==> src/logic/lttap_pkg.sv <==
// Shared constants for the link training debug tap slice
package lttap_pkg;

    // Slice placement within the wider debug vector
    localparam int LTT_TAP_BASE = 320;   // Vector bit of slice bit 0
    localparam int LTT_SLICE_W  = 48;    // Vector bits 367:320
    localparam int LTT_FIELD_W  = 8;     // Width of each per-lane field
    localparam int LTT_LANES    = 4;     // Lanes served by the core

    // Field positions, relative to slice bit 0
    localparam int F_STATE = 0;          // Vector 324:320
    localparam int F_RXS   = 5;          // Vector 326:325
    localparam int F_TXS   = 7;          // Vector 329:327
    localparam int F_TMO   = 10;         // Vector 330
    localparam int F_EXIT  = 11;         // Vector 331
    localparam int F_ACK   = 12;         // Vector 332
    localparam int F_PKT   = 13;         // Vector 335:333
    localparam int F_DET   = 16;         // Vector 343:336
    localparam int F_PAD   = 24;         // Vector 351:344
    localparam int F_TS1   = 32;         // Vector 359:352
    localparam int F_TS2   = 40;         // Vector 367:360

    // Field widths
    localparam int W_STATE = 5;
    localparam int W_RXS   = 2;
    localparam int W_TXS   = 3;
    localparam int W_PKT   = 3;

    // Training state codes named at the slice
    localparam logic [4:0] ST_DETECT_QUIET = 5'h00;
    localparam logic [4:0] ST_DISABLED     = 5'h10;

    // Receive standby sub-state codes
    localparam logic [1:0] RXS_INACTIVE = 2'h0;
    localparam logic [1:0] RXS_IDLE     = 2'h1;
    localparam logic [1:0] RXS_FTS      = 2'h2;
    localparam logic [1:0] RXS_RECOVERY = 2'h3;

    // Transmit standby sub-state codes
    localparam logic [2:0] TXS_INACTIVE = 3'h0;
    localparam logic [2:0] TXS_ENTRY    = 3'h1;
    localparam logic [2:0] TXS_IDLE     = 3'h2;
    localparam logic [2:0] TXS_FTS      = 3'h3;
    localparam logic [2:0] TXS_EXIT     = 3'h4;

    // Requested physical-layer packet types
    localparam logic [2:0] PKT_ELEC_IDLE = 3'h0;
    localparam logic [2:0] PKT_RX_DETECT = 3'h1;
    localparam logic [2:0] PKT_SET_ONE   = 3'h2;
    localparam logic [2:0] PKT_SET_TWO   = 3'h3;
    localparam logic [2:0] PKT_IDLE_DATA = 3'h4;
    localparam logic [2:0] PKT_FTS       = 3'h5;
    localparam logic [2:0] PKT_IDLE_OS   = 3'h6;
    localparam logic [2:0] PKT_COMPLY    = 3'h7;

    // Register byte offsets
    localparam logic [7:0] REG_STATUS  = 8'h00;
    localparam logic [7:0] REG_MASK    = 8'h04;
    localparam logic [7:0] REG_TAPS_LO = 8'h08;
    localparam logic [7:0] REG_TAPS_HI = 8'h0C;
    localparam logic [7:0] REG_LANE_EN = 8'h10;

    // Interrupt event bits, same layout in status and mask
    localparam int EV_STATE = 0;         // Training state changed
    localparam int EV_TMO   = 1;         // Timeout flag rose
    localparam int EV_EXIT  = 2;         // Exit-done flag rose
    localparam int EV_ACK   = 3;         // Packet sent
    localparam int EV_W     = 4;

    // Reset values
    localparam logic [3:0] STATUS_RST = 4'h0;
    localparam logic [3:0] MASK_RST   = 4'h0;

    // Bus responses
    localparam logic [1:0] RESP_OKAY   = 2'h0;
    localparam logic [1:0] RESP_SLVERR = 2'h2;

endpackage

==> src/logic/lttap_lane_if.sv <==
// Per-lane sticky flag hand-off between the top and a flag bank
interface lttap_lane_if #(
    parameter int LANES = 4
);
    logic [LANES-1:0] hit;               // Ordered set received, per lane
    logic             clr;               // Training state changed
    logic [LANES-1:0] seen;              // Sticky flags

    modport core  (output hit, output clr, input seen);
    modport flags (input hit, input clr, output seen);
endinterface

==> src/logic/lttap_lane_flags.sv <==
// Sticky per-lane ordered-set flags, cleared on state change
module lttap_lane_flags #(
    parameter int LANES = 4
) (
    // Clock and reset
    input wire logic     aclk,
    input wire logic     aresetn,
    // Flag hand-off
    lttap_lane_if.flags  lf
);
    import lttap_pkg::*;

    // Flags restart per state; a hit in the clearing cycle survives
    always_ff @(posedge aclk) begin
        if (!aresetn) begin
            lf.seen <= '0;
        end else begin
            lf.seen <= (lf.clr ? '0 : lf.seen) | lf.hit;
        end
    end
endmodule

==> src/logic/lttap_top.sv <==
// Link training debug tap slice with AXI4-Lite status registers
// Notes on behaviour
// - Five-bit training state on slice bits 4:0.
// - Receive standby sub-state code on bits 6:5.
// - Transmit standby sub-state code on bits 9:7.
// - Timeout flag for current state, bit 10.
// - Transmit exit conditions complete flag, bit 11.
// - Packet-sent acknowledge, exactly one cycle.
// - Requested packet type on bits 15:13.
// - Per-lane receiver detect, upper bits zero.
// - Per-lane PAD forcing flags, upper bits zero.
// - PAD-forced lanes excluded from initialisation.
// - First training set seen, cleared per state.
// - Second training set seen, cleared per state.
module lttap_top #(
    parameter int LANES  = lttap_pkg::LTT_LANES,
    parameter int ADDR_W = 5
) (
    // Clock and reset
    input  wire logic                           aclk,
    input  wire logic                           aresetn,
    // Training machine observation
    input  wire logic [lttap_pkg::W_STATE-1:0] train_state,
    input  wire logic [lttap_pkg::W_RXS-1:0]   rx_standby_substate,
    input  wire logic [lttap_pkg::W_TXS-1:0]   tx_standby_substate,
    input  wire logic                           state_timeout,
    input  wire logic                           tx_exit_done,
    input  wire logic                           pkt_sent,
    input  wire logic [lttap_pkg::W_PKT-1:0]   pkt_type,
    // Per-lane observation
    input  wire logic [LANES-1:0]               lane_rx_detect,
    input  wire logic [LANES-1:0]               lane_pad_force,
    input  wire logic [LANES-1:0]               lane_first_set_hit,
    input  wire logic [LANES-1:0]               lane_second_set_hit,
    // Debug slice and lane control
    output logic [lttap_pkg::LTT_SLICE_W-1:0]  debug_taps,
    output logic [LANES-1:0]                    lane_init_en,
    output logic                                irq,
    // AXI4-Lite write channels
    input  wire logic [ADDR_W-1:0]              s_axi_awaddr,
    input  wire logic                           s_axi_awvalid,
    output logic                                s_axi_awready,
    input  wire logic [31:0]                    s_axi_wdata,
    input  wire logic [3:0]                     s_axi_wstrb,
    input  wire logic                           s_axi_wvalid,
    output logic                                s_axi_wready,
    output logic [1:0]                          s_axi_bresp,
    output logic                                s_axi_bvalid,
    input  wire logic                           s_axi_bready,
    // AXI4-Lite read channels
    input  wire logic [ADDR_W-1:0]              s_axi_araddr,
    input  wire logic                           s_axi_arvalid,
    output logic                                s_axi_arready,
    output logic [31:0]                         s_axi_rdata,
    output logic [1:0]                          s_axi_rresp,
    output logic                                s_axi_rvalid,
    input  wire logic                           s_axi_rready
);
    import lttap_pkg::*;

    // Lanes must fit their fields; the map needs 5 to 8 address bits
    if (LANES < 1 || LANES > LTT_FIELD_W) begin : g_bad_lanes
        $error("LANES must lie between 1 and the per-lane field width");
    end
    if (ADDR_W < 5 || ADDR_W > 8) begin : g_bad_addr
        $error("ADDR_W must lie between 5 and 8");
    end

    // Registered observation state
    logic [W_STATE-1:0]     state_r;     // Training state code
    logic [W_RXS-1:0]       rxs_r;       // Receive sub-state
    logic [W_TXS-1:0]       txs_r;       // Transmit sub-state
    logic                   tmo_r;       // Timeout flag
    logic                   exit_r;      // Exit-done flag
    logic                   ack_r;       // Sent acknowledge pulse
    logic                   sent_prev_r; // Last sent level
    logic [W_PKT-1:0]       pkt_r;       // Requested packet type
    logic [LANES-1:0]       det_r;       // Receiver detect per lane
    logic [LANES-1:0]       pad_r;       // PAD forcing per lane
    logic [LANES-1:0]       init_en_r;   // Lanes allowed to initialise
    logic                   state_chg;   // State differs from last
    logic                   ack_nxt;     // Next acknowledge value

    // Interrupt state
    logic [EV_W-1:0]        status_r;    // Sticky events
    logic [EV_W-1:0]        status_nxt;  // Next sticky events
    logic [EV_W-1:0]        mask_r;      // Event enables
    logic [EV_W-1:0]        ev;          // Events this cycle
    logic                   irq_r;       // Interrupt level

    // Bus slave state
    logic                   awready_r;   // Write address slot free
    logic                   wready_r;    // Write data slot free
    logic [ADDR_W-1:0]      awaddr_r;    // Held write address
    logic [31:0]            wdata_r;     // Held write data, strobed
    logic                   bvalid_r;    // Write response pending
    logic [1:0]             bresp_r;     // Write response code
    logic                   arready_r;   // Read slot free
    logic                   rvalid_r;    // Read data pending
    logic [31:0]            rdata_r;     // Read data
    logic [1:0]             rresp_r;     // Read response code
    logic                   wr_fire;     // Both write halves held
    logic [31:0]            rd_word;     // Read mux result

    // Lane flag banks
    lttap_lane_if #(.LANES(LANES)) ts1_if ();
    lttap_lane_if #(.LANES(LANES)) ts2_if ();

    // Widen a lane vector into its field, upper bits held at zero
    function automatic logic [LTT_FIELD_W-1:0] lane_field(
        input logic [LANES-1:0] v
    );
        lane_field            = '0;
        lane_field[LANES-1:0] = v;
    endfunction

    // Word-aligned byte address, zero-extended to the map width
    function automatic logic [7:0] word_addr(input logic [ADDR_W-1:0] a);
        logic [7:0] w;
        w            = '0;
        w[ADDR_W-1:0] = a;
        w[1:0]       = 2'h0;
        return w;
    endfunction

    // Whether an address names a register
    function automatic logic is_mapped(input logic [ADDR_W-1:0] a);
        logic [7:0] w;
        w = word_addr(a);
        return (w == REG_STATUS) || (w == REG_MASK) ||
               (w == REG_TAPS_LO) || (w == REG_TAPS_HI) ||
               (w == REG_LANE_EN);
    endfunction

    // Keep only the bytes whose strobe is set
    function automatic logic [31:0] strobed(
        input logic [31:0] d,
        input logic [3:0]  s
    );
        logic [31:0] r;
        r = '0;
        for (int i = 0; i < 4; i++) begin
            if (s[i]) begin
                r[8*i +: 8] = d[8*i +: 8];
            end
        end
        return r;
    endfunction

    // A new state code starts a fresh set of flags
    assign state_chg = (train_state != state_r);
    // Edge of the sent strobe so a held level gives one pulse only
    assign ack_nxt   = pkt_sent && !sent_prev_r;

    // Training codes and flags, sampled every cycle
    always_ff @(posedge aclk) begin
        if (!aresetn) begin
            state_r <= ST_DETECT_QUIET;
            rxs_r   <= RXS_INACTIVE;
            txs_r   <= TXS_INACTIVE;
            tmo_r   <= 1'b0;
            exit_r  <= 1'b0;
            pkt_r   <= PKT_ELEC_IDLE;
        end else begin
            state_r <= train_state;
            rxs_r   <= rx_standby_substate;
            txs_r   <= tx_standby_substate;
            tmo_r   <= state_timeout;
            exit_r  <= tx_exit_done;
            pkt_r   <= pkt_type;
        end
    end

    // Sent acknowledge: one cycle per sent packet
    always_ff @(posedge aclk) begin
        if (!aresetn) begin
            ack_r       <= 1'b0;
            sent_prev_r <= 1'b0;
        end else begin
            ack_r       <= ack_nxt;
            sent_prev_r <= pkt_sent;
        end
    end

    // Per-lane detect and PAD state; forced lanes sit out training
    always_ff @(posedge aclk) begin
        if (!aresetn) begin
            det_r     <= '0;
            pad_r     <= '0;
            init_en_r <= '0;
        end else begin
            det_r     <= lane_rx_detect;
            pad_r     <= lane_pad_force;
            init_en_r <= ~lane_pad_force;
        end
    end

    // Feed the two flag banks
    assign ts1_if.hit = lane_first_set_hit;
    assign ts1_if.clr = state_chg;
    assign ts2_if.hit = lane_second_set_hit;
    assign ts2_if.clr = state_chg;

    // First training set bank
    lttap_lane_flags #(.LANES(LANES)) u_ts1 (
        .aclk    (aclk),
        .aresetn (aresetn),
        .lf      (ts1_if)
    );

    // Second training set bank
    lttap_lane_flags #(.LANES(LANES)) u_ts2 (
        .aclk    (aclk),
        .aresetn (aresetn),
        .lf      (ts2_if)
    );

    // Slice assembly; every bit is a flop, unused lanes read zero
    always_comb begin
        debug_taps                       = '0;
        debug_taps[F_STATE +: W_STATE]   = state_r;
        debug_taps[F_RXS +: W_RXS]       = rxs_r;
        debug_taps[F_TXS +: W_TXS]       = txs_r;
        debug_taps[F_TMO]                = tmo_r;
        debug_taps[F_EXIT]               = exit_r;
        debug_taps[F_ACK]                = ack_r;
        debug_taps[F_PKT +: W_PKT]       = pkt_r;
        debug_taps[F_DET +: LTT_FIELD_W] = lane_field(det_r);
        debug_taps[F_PAD +: LTT_FIELD_W] = lane_field(pad_r);
        debug_taps[F_TS1 +: LTT_FIELD_W] = lane_field(ts1_if.seen);
        debug_taps[F_TS2 +: LTT_FIELD_W] = lane_field(ts2_if.seen);
    end
    assign lane_init_en = init_en_r;

    // Events: rising flags, state changes and sent packets
    always_comb begin
        ev           = '0;
        ev[EV_STATE] = state_chg;
        ev[EV_TMO]   = state_timeout && !tmo_r;
        ev[EV_EXIT]  = tx_exit_done && !exit_r;
        ev[EV_ACK]   = ack_nxt;
    end

    // Write one to clear; an event in the same cycle wins
    always_comb begin
        status_nxt = status_r;
        if (wr_fire && word_addr(awaddr_r) == REG_STATUS) begin
            status_nxt = status_nxt & ~wdata_r[EV_W-1:0];
        end
        status_nxt = status_nxt | ev;
    end

    // Sticky status
    always_ff @(posedge aclk) begin
        if (!aresetn) begin
            status_r <= STATUS_RST;
        end else begin
            status_r <= status_nxt;
        end
    end

    // Mask; strobes already applied to the held data
    always_ff @(posedge aclk) begin
        if (!aresetn) begin
            mask_r <= MASK_RST;
        end else if (wr_fire && word_addr(awaddr_r) == REG_MASK) begin
            mask_r <= wdata_r[EV_W-1:0];
        end
    end

    // Interrupt level lags the status by one cycle to stay registered
    always_ff @(posedge aclk) begin
        if (!aresetn) begin
            irq_r <= 1'b0;
        end else begin
            irq_r <= |(status_r & mask_r);
        end
    end
    assign irq = irq_r;

    // Write fires once both halves are held and no response waits
    assign wr_fire = !awready_r && !wready_r && !bvalid_r;

    // Write address slot, reopens after the response is taken
    always_ff @(posedge aclk) begin
        if (!aresetn) begin
            awready_r <= 1'b1;
            awaddr_r  <= '0;
        end else if (s_axi_awvalid && awready_r) begin
            awready_r <= 1'b0;
            awaddr_r  <= s_axi_awaddr;
        end else if (s_axi_bvalid && s_axi_bready) begin
            awready_r <= 1'b1;
        end
    end

    // Write data slot, taken in either order with the address
    always_ff @(posedge aclk) begin
        if (!aresetn) begin
            wready_r <= 1'b1;
            wdata_r  <= '0;
        end else if (s_axi_wvalid && wready_r) begin
            wready_r <= 1'b0;
            wdata_r  <= strobed(s_axi_wdata, s_axi_wstrb);
        end else if (s_axi_bvalid && s_axi_bready) begin
            wready_r <= 1'b1;
        end
    end

    // Write response; unmapped addresses answer with an error
    always_ff @(posedge aclk) begin
        if (!aresetn) begin
            bvalid_r <= 1'b0;
            bresp_r  <= RESP_OKAY;
        end else if (wr_fire) begin
            bvalid_r <= 1'b1;
            bresp_r  <= is_mapped(awaddr_r) ? RESP_OKAY : RESP_SLVERR;
        end else if (bvalid_r && s_axi_bready) begin
            bvalid_r <= 1'b0;
        end
    end
    assign s_axi_awready = awready_r;
    assign s_axi_wready  = wready_r;
    assign s_axi_bvalid  = bvalid_r;
    assign s_axi_bresp   = bresp_r;

    // Read mux; taps and lane enables read live state
    always_comb begin
        rd_word = '0;
        unique case (word_addr(s_axi_araddr))
            REG_STATUS:  rd_word[EV_W-1:0]  = status_r;
            REG_MASK:    rd_word[EV_W-1:0]  = mask_r;
            REG_TAPS_LO: rd_word            = debug_taps[31:0];
            REG_TAPS_HI: rd_word[15:0]      = debug_taps[LTT_SLICE_W-1:32];
            REG_LANE_EN: rd_word[LANES-1:0] = init_en_r;
            default:     rd_word            = '0;
        endcase
    end

    // Read channel, answers in the cycle after the address is taken
    always_ff @(posedge aclk) begin
        if (!aresetn) begin
            arready_r <= 1'b1;
            rvalid_r  <= 1'b0;
            rdata_r   <= '0;
            rresp_r   <= RESP_OKAY;
        end else if (s_axi_arvalid && arready_r) begin
            arready_r <= 1'b0;
            rvalid_r  <= 1'b1;
            rdata_r   <= rd_word;
            rresp_r   <= is_mapped(s_axi_araddr) ? RESP_OKAY : RESP_SLVERR;
        end else if (rvalid_r && s_axi_rready) begin
            arready_r <= 1'b1;
            rvalid_r  <= 1'b0;
        end
    end
    assign s_axi_arready = arready_r;
    assign s_axi_rvalid  = rvalid_r;
    assign s_axi_rdata   = rdata_r;
    assign s_axi_rresp   = rresp_r;
endmodule

==> config.mk <==
export PLATFORM = sky130hd
export DESIGN_NAME = lttap_top
export DESIGN_NICKNAME = d
export VERILOG_FILES = /design/src/logic/lttap_pkg.sv /design/src/logic/lttap_lane_if.sv /design/src/logic/lttap_lane_flags.sv /design/src/logic/lttap_top.sv
export SDC_FILE = /design/constraint.sdc
export NUM_CORES = 1
export LEC_CHECK = 0
export BUFFER_PORTS_ARGS = -buffer_cell sky130_fd_sc_hd__clkbuf_2
export CAP_MARGIN = 40
export CORE_UTILIZATION = 40
export CTS_BUF_LIST = sky130_fd_sc_hd__clkbuf_2
export CTS_CLUSTER_DIAMETER = 30
export DETAILED_ROUTE_END_ITERATION = 8
export PLACE_DENSITY_LB_ADDON = 0.2
export SYNTH_ARGS = -nofsm -noshare
export SYNTH_HDL_FRONTEND = slang
export SYNTH_SLANG_ARGS = --single-unit
==> constraint.sdc <==
create_clock -name aclk -period 1.3 [get_ports aclk]
set_input_delay 0.26 -clock aclk [delete_from_list [all_inputs] [get_ports aclk]]
set_output_delay 0.26 -clock aclk [all_outputs]
set_load 0.005 [all_outputs]
; After elaboration in Yosys (flattened, before gate mapping)
; Index checks and enable logic that the tools add are counted.
; W data, S select, Z words.
[totals]
reg_bits = 96
inputBits = 85
out_inout_bits = 94
word_cells = 93
[op_classes]
n_eq_ne = 9
n_mux = 18
n_bitwise = 7
reduce_logical = 33
[ops]
columns = operator, count
row1 = $pmux W12 S2, 1
row2 = $pmux W4 S5, 1
row3 = $mux W4, 4
row4 = $eq A3 B2 Y1 const B, 4
row5 = $logic_and A1 B1 Y1, 12
row6 = $mux W12, 1
row7 = $or A4 B4 Y4, 3
row8 = $mux W1, 9
row9 = $and A4 B4 Y4, 2
row10 = $logic_or A1 B1 Y1, 8
row11 = $not A4 Y4, 2
row12 = $reduce_bool A2 Y1, 4
row13 = $eq A3 B1 Y1 const B, 2
row14 = $eq A3 B3 Y1 const B, 2
row15 = $logic_not A1 Y1, 6
row16 = $logic_not A3 Y1, 2
row17 = $ne A5 B5 Y1, 1
row18 = $mux W2, 2
row19 = $reduce_or A4 Y1, 1

; Depth between registers and ports, before layout
; Gate-level depths: netlist (run 1).
[depth]
depth_word = 6
ltp_mapped = 6
depth_no_buf = 4

; Cells and area by module
; Synthesis (run 1) repeated with hierarchy kept, for this count alone.
[hier_totals]
cells_unflattened = 343
area_unflattened_um2 = 3345.7
[modules_own_cells]
columns = mod, n_inst, cells_per_inst, area_per_inst_um2, seq_area_each_um2
row1 = lttap_top, 1, 319, 3075.4, 1521.5
row2 = lttap_lane_flags, 2, 12, 135.1, 80.1

; Worst setup path before layout (run 1)
; Ideal clock, no wire load.
[synth_path]
kind = input-to-reg
from = input s_axi_araddr[2]
to = register rdata_r[0], in the netlist s_axi_rdata[0]
setup_ps = 124
t_arrival_ps = 1200
required_time_ps = 1176
path_slack_ps = -24
path_stages = 5
n_path_buf = 2
path_cell_list = buf_2 -> buf_2 -> mux2_2 -> o21ai_0 -> a21oi_1
[synth_between]
elab_chain_cells = 2
word_cells_on_any_way = 6
cone_classes = eq/ne (4) / mux (1) / reduce/logical (1)
[synth_rtl]
columns = element, line
row1 = from (decl), lttap_top.sv:51  ; input wire logic [ADDR_W-1:0] s_axi_araddr,
row2 = "$eq A3 B3 Y1, or another cell as far along", lttap_top.sv:330  ; unique case (word_addr(s_axi_araddr))
row3 = $pmux W4 S5 *, lttap_top.sv:330
row4 = to (signal assigned), lttap_top.sv:350  ; rdata_r <= rd_word;
row5 = to (decl), lttap_top.sv:100  ; logic [31:0] rdata_r;
; Every way passes the cells marked *; elsewhere a longest branch is shown, timed or not.
; A chain may end at the register's enable or synchronous reset.

; Worst setup path in the final report (run 1)
[layout_path]
from = register bvalid_r, in the netlist s_axi_bvalid
to = register status_r[2]
[layout_between]
elab_chain_cells = 5
[layout_rtl]
columns = element, line
row1 = from (decl), lttap_top.sv:96  ; logic bvalid_r;
row2 = from (signal assigned), lttap_top.sv:313  ; bvalid_r <= 1'b0;
row3 = from (signal assigned), lttap_top.sv:316  ; bvalid_r <= 1'b1;
row4 = from (signal assigned), lttap_top.sv:319  ; bvalid_r <= 1'b0;
row5 = $logic_not A1 Y1, lttap_top.sv:282  ; assign wr_fire = !awready_r && !wready_r && !bvalid_r;
row6 = $logic_and A1 B1 Y1, lttap_top.sv:282
row7 = $logic_and A1 B1 Y1, lttap_top.sv:247  ; if (wr_fire && word_addr(awaddr_r) == REG_STATUS) begin
row8 = $mux W4, lttap_top.sv:247
row9 = $or A4 B4 Y4, lttap_top.sv:250  ; status_nxt = status_nxt | ev;
row10 = to (signal assigned), lttap_top.sv:258  ; status_r <= status_nxt;
row11 = to (decl), lttap_top.sv:85  ; logic [EV_W-1:0] status_r;
; Every way passes these cells.

==> results of run 1 <==
-- layout by cell type (no fill, tap or decap), types with 10 or more instances in the layout --
master | Yosys | routed
clkbuf_2 | 1 | 105
dfxtp_2 | 0 | 67
buf_4 | 30 | 50
dlygate4sd3_1 | 0 | 42
nor2b_1 | 32 | 32
and2_1 | 31 | 30
buf_6 | 1 | 29
conb_1 | 1 | 26
nand2_1 | 23 | 22
a22oi_2 | 0 | 16
dfxtp_1 | 84 | 16
o21ai_0 | 14 | 13
a21oi_1 | 11 | 11
a21boi_0 | 15 | 10
-- worst max path at each step --
| stage | end | slack (ns) | depth (start not counted) |
|---|---|---|---|
| global route | status_r[0] | -0.18 | 4 |
| finish | status_r[2] | -0.10 | 4 |
| CTS | s_axi_arready | -0.13 | 2 |
| detailed placement | s_axi_rdata[0] | -0.12 | 6 |
| floorplan | status_r[0] | -0.002 | 4 |
| global placement | s_axi_rdata[3] | -0.09 | 6 |
-- report_power, final --
| group | total (mW) | switching, mW | leakage [nW] | internal, mW |
|---|---|---|---|---|
| Clock | 1.32 | 0.887 | 0.0669 | 0.435 |
| Combinational | 0.888 | 0.378 | 1.59 | 0.510 |
| Sequential | 2.78 | 0.0800 | 0.714 | 2.70 |
-- sequential cells by signal, summed over array words and instances (netlist names), 4 cells and up --
name and cells:
wdata_r 4, s_axi_rdata 24, pad_r 4, state_r 5, status_r 4, u_ts1.lf.seen 4
u_ts2.lf.seen 4, mask_r 4, lane_init_en 4, det_r 4
-- metal layers --
layer	up-vias	GRT usage
li1	1539	-
met1	1417	0.232
met2	98	0.360
met3	13	0.0463
met4	0	0.0885
met5	-	0
-- cells by family after synthesis --
kind of cell           Yosys count  synth area share
AO/OA/AOI/OAI                   79             0.156
other                            1           0.00112
flip-flops                      84             0.502
buffers and inverters           47            0.0900
AND/OR/NAND/NOR                117             0.213
multiplexers                     8            0.0254
XOR/XNOR                         5            0.0131
-- through the flow --
step	instances	hold WS [ns]	util
final	663	0.0799	0.654
after global routing	663	0.0533	0.654
after CTS	651	0.0259	0.601
after detailed placement	567	0.415	0.499
after global placement	567	0.400	0.499
after floorplan	366	0.332	-
-- Yosys cell counts --
cell type and number:
dfxtp_1 84, nor2b_1 32, and2_1 31, buf_4 30, nand2_1 23, a22oi_1 18
a21boi_0 15, o21ai_0 14, a21oi_1 11, clkbuf_1 11, nand3_1 9, a31oi_1 8
nor3b_1 6, o21a_1 5, xor2_1 5, mux2_2 4, mux2i_1 4, nor2_1 4
a222oi_1 3, and3b_1 3, buf_2 3, o21ai_1 3, nand2b_1 2, a221oi_1 1
buf_6 1, clkbuf_2 1, conb_1 1, inv_1 1, nand2_2 1, nand4b_4 1
nor2_4 1, nor3_1 1, nor3_2 1, nor4_4 1, o211ai_1 1, or3_4 1
-- worst register-to-register path, delay by kind of cell, from the launching register on --
family             cells  cell delay [ns]
AOI/OAI and AO/OA      2             0.30
and+or+nand+nor        2             0.66
DFF                    1             0.37
-- area by class of cell --
type | instances | area share
Clock buffer | 9 | 0.00843
Clock inverter | 7 | 0.0126
Inverter | 1 | 0.000702
Multi-Input combinational cell | 236 | 0.307
Sequential cell | 84 | 0.331
Tap cell | 105 | 0.0246
Timing Repair Buffer | 221 | 0.316
-- what timing repair did --
item	4_1_cts	5_1_grt
endpoints found under the setup margin	74	105
buffers inserted	26	10
gates resized for setup	74	73
pin swaps	5	9
hold endpoints to repair	46	0
hold buffers	42	0
gates cloned	0	2
==> reports/metrics.cfg, run 1 <==
[die]
die_h_um = 93.5
dieArea_um2 = 8750
core-area_um2 = 8180
start_util = 0.410
num_io_pins = 179
rows = 33
fp.dieW_um = 93.5

[clock_network]
clkSinkCount = 84
cts_tree = done
cts_buffer_depth = 2
clockRootBuffer = clkbuf_2
cts_buffers = 9
clk_pin_slew_ns = 0.22
clkLatencyLatePin_ns = 0.51
htree_levels = 3

[critical_path]
slowest_stage = or3_4
criticalPathCategory = flip-flop to flip-flop
startpoint = s_axi_bvalid
cp_max_fo = 4
crit_required_ns = 1.73
r2r-start = s_axi_bvalid
crit_path_start_kind = flip-flop
cp_num_buf_inv = 0
crit_path_cell_trace = or3_4, nor4_4, a21boi_1, o21a_1
cp-end-kind = flip-flop
critical_path.top_delay_family = simple AND/OR/NAND/NOR gates
worstPathArrival_ns = 1.83
max_stage_delay_ns = 0.40
r2r_setup_slack_ns = -0.10
r2r-end = status_r[2]
r2r_cells = 4

[cells_and_area]
fin_area_um2 = 5350
antennaDiodeCount = 0
drive_above_1_share = 0.538
fin_nets = 638
fillers = 683
area_growth_syn_to_layout_pct = 59.5
regArea_um2 = 1770
multi_input_area_um2 = 1640

[timing]
hold_viol = 0
finalCritPeriodShare = 1.08
final.setup.worst_slack_ns = -0.101
period_needed_ns = 1.40
final-setup-viol-count = 10
slew_violations = 0
setup_tns_ns = -0.603
finClkSkew_ns = 0.0174
rsz0062_at_grt = true
max_freq_mhz = 714

[route]
met2_wirelength_mm = 4.53
wl_per_cell_um = 13.4
wl_met3_um = 410
ant_nets = 0
via_per_inst = 4.63
drt_iter0_drc = 82
wl_mm = 8.90
top_layer = met4
drc = 0
drt_pass1_iterations = 5
vias = 3067
drt-met1-wl_mm = 3.81

[synthesis]
yosysTopAreaCell = dfxtp_1
syn_inst = 341
yosysWarnings = 0
synth_area_um2 = 3350
synth_area_per_cell_um2 = 9.83
synth-seq-area-share = 0.502
synth.top_cell.area_share = 0.502
synth_top_cells_by_area = dfxtp_1, buf_4, nor2b_1
ys_ff_latch = 84
ys_types = 36

[place]
placed_cell_area_um2 = 4080
place_ws_ns = -0.122
gp_congestion = 0.763
place.port_buffers = 117
dp_hpwl_mm = 5.58

[run]
maxCapViolCount = 0

[global_routing]
grt_pass1_wl_mm = 13.5
grt_pass1_vias = 2906
track_usage = 0.203
antenna_found_initial = 0
overflow = 0
grt_start_max_net_pins = 52

[worst_hold_path]
min_path_type = input pin to flip-flop
hp-start = s_axi_awvalid
holdPathStages = 4
hold_end = awaddr_r[2]

[power]
p_leak_nw = 2.37
power.total_mw = 4.99
powerDensity_nw_per_um2 = 933
ir_drop_uv = 491

[status]
status = finished, violations left
violations = setup timing

(Power assumes the default switching activity.)
==> run 2: changes to the inputs <==
Settings changed: CTS_BUF_LIST sky130_fd_sc_hd__clkbuf_2 to default.
==> run 2 against run 1 <==
Against the previous run: the run still ends with setup timing left; clock skew shrank 0.0080 ns; clock power grew 45%; critical path depth is the same; final cell count shrank 12%; core utilization shrank 13 points; die area is the same; final area shrank 19%; sequential share of layout area grew 5.9 points; combinational power shrank 34%.
==> reports/metrics.cfg, run 2 (synthesis gave the netlist of run 1 again) <==
[cells_and_area]
fin_nets = 559  ; -12%
antennaDiodeCount = 0  ; unchanged
fillers = 784  ; +15%
final_common_cell = clkbuf_2
fin_area_um2 = 4320  ; -19%
largest_register_ffs = 24  ; unchanged
area_growth_syn_to_layout_pct = 29.0
post-route-util = 0.529  ; -0.125
stdcell_count = 584  ; -12%
drive_above_1_share = 0.363  ; -0.174
final_cell_mix = clkbuf_2, dfxtp_1, nor2b_1

[place]
place.port_buffers = 117  ; unchanged
dpl.cell_count = 567  ; unchanged
gp_congestion = 0.763  ; unchanged
place_ws_ns = -0.122  ; unchanged
dp_hpwl_mm = 5.58  ; unchanged
placed_cell_area_um2 = 4080  ; unchanged

[critical_path]
cp-end-kind = flip-flop
criticalPathCategory = flip-flop to flip-flop
crit_end = status_r[0]
cp_max_fo = 4  ; unchanged
crit_required_ns = 1.53  ; -0.20 ns
r2r_setup_slack_ns = -0.1  ; about the same
startpoint = s_axi_bvalid
r2r_cells = 4  ; unchanged
r2r-end = status_r[0]
crit_path_start_kind = flip-flop
worstPathArrival_ns = 1.63  ; -0.20 ns
r2r-start = s_axi_bvalid

[timing]
final.setup.worst_slack_ns = -0.0968  ; +0.00410 ns
period_needed_ns = 1.40  ; -0.00410 ns
slew_violations = 0  ; unchanged
hold_viol = 0  ; unchanged
rsz0062_at_grt = true
whs_ns = 0.0823  ; +0.00245 ns
finalCritPeriodShare = 1.07  ; -0.00315
max_freq_mhz = 716  ; +0.29%
finClkSkew_ns = 0.00946  ; -0.00797 ns
final-setup-viol-count = 4  ; -6
setup_tns_ns = -0.328  ; +0.275 ns

[route]
wl_per_cell_um = 12.7  ; -5.4%
via_per_inst = 4.65  ; +0.53%
drc = 0  ; unchanged
drt_iter0_drc = 91  ; +11%
wl_mm = 7.42  ; -17%
ant_nets = 0  ; unchanged
drt_pass1_iterations = 5  ; unchanged
vias = 2716  ; -11%

[clock_network]
cts_buffers = 9  ; unchanged
clkSinkCount = 84  ; unchanged
htree_levels = 3  ; unchanged
clk_pin_slew_ns = 0.08  ; -0.14 ns
cts_tree = done
clockRootBuffer = clkbuf_8
clkLatencyLatePin_ns = 0.34  ; -0.17 ns
cts_buffer_depth = 2  ; unchanged
cts_hold_buf = 0  ; -100%

[power]
p_leak_nw = 1.95  ; -18%
powerDensity_nw_per_um2 = 1220  ; +30%
power.total_mw = 5.26  ; +5.4%
ir_drop_uv = 666  ; +36%

[die]
die_h_um = 93.5  ; unchanged
fp.dieW_um = 93.5  ; unchanged
start_util = 0.410  ; unchanged
core-area_um2 = 8180  ; unchanged
dieArea_um2 = 8750  ; unchanged
num_io_pins = 179  ; unchanged
rows = 33  ; unchanged

[worst_hold_path]
min_path_type = input pin to flip-flop

[global_routing]
overflow = 0  ; unchanged
grt_pass1_wl_mm = 11.9  ; -12%
grt_start_max_net_pins = 52  ; unchanged
track_usage = 0.176  ; -0.0268
antenna_found_initial = 0  ; unchanged
grt_pass1_vias = 2538  ; -13%

[status]
status = finished, violations left
violations = setup timing

[run]
maxCapViolCount = 0  ; unchanged

## run 2: cell count changes in the layout (fill, tap and decap cells not counted), sizes merged
cell / change
buf: -56
clkbuf: +22
clkinv: -2
dlygate4sd3: -42
nand2: -1
## run 2: worst min-delay path by stage
stage,startpoint,endpoint,slack [ns],cells after the start
3_3_place_gp,sent_prev_r,ack_r,0.40,1
5_1_grt,lane_pad_force[0],lane_init_en[0],0.07,2
3_5_place_dp,sent_prev_r,ack_r,0.41,1
6_report,lane_pad_force[0],lane_init_en[0],0.08,2
2_1_floorplan,lane_pad_force[0],lane_init_en[0],0.33,1
4_1_cts,lane_pad_force[0],lane_init_en[0],0.06,2
## run 2: critical path: stages, from the launching register on
cell and delay [ns]:
dfxtp_2 0.33, or3_4 0.40, nor4_4 0.25, a21boi_0 0.14
o21a_1 0.18
## run 2: layer usage
metal,up-vias,GRT usage,share of wire
met3,6,0.0398,0.054
met2,86,0.301,0.49
met4,0,0.0615,0.0088
met1,1243,0.218,0.45
li1,1381,-,-
met5,-,0,0
## run 2: power breakdown
group	leakage [nW]	switching, mW	internal, mW
sequential	0.691	0.0751	2.68
combinational	1.15	0.288	0.295
clock	0.106	0.924	0.997
total	1.95	1.29	3.97
## run 2: layout make-up
class	count	area [µm²]	area share
clock inverters	5	60.1	0.0139
clock buffers	11	151	0.0350
well taps	105	131	0.0304
flip-flops and latches	84	1680	0.390
inverters	1	3.75	0.000869
multi-input cells	235	1490	0.344
repair buffers	143	806	0.186
## run 2: what timing repair did
item / 4_1_cts / 5_1_grt
setup buffers: 1 / 0
pin swaps: 0 / 3
setup endpoints to repair: 9 / 6
cloned: 0 / 0
gates resized for setup: 5 / 2
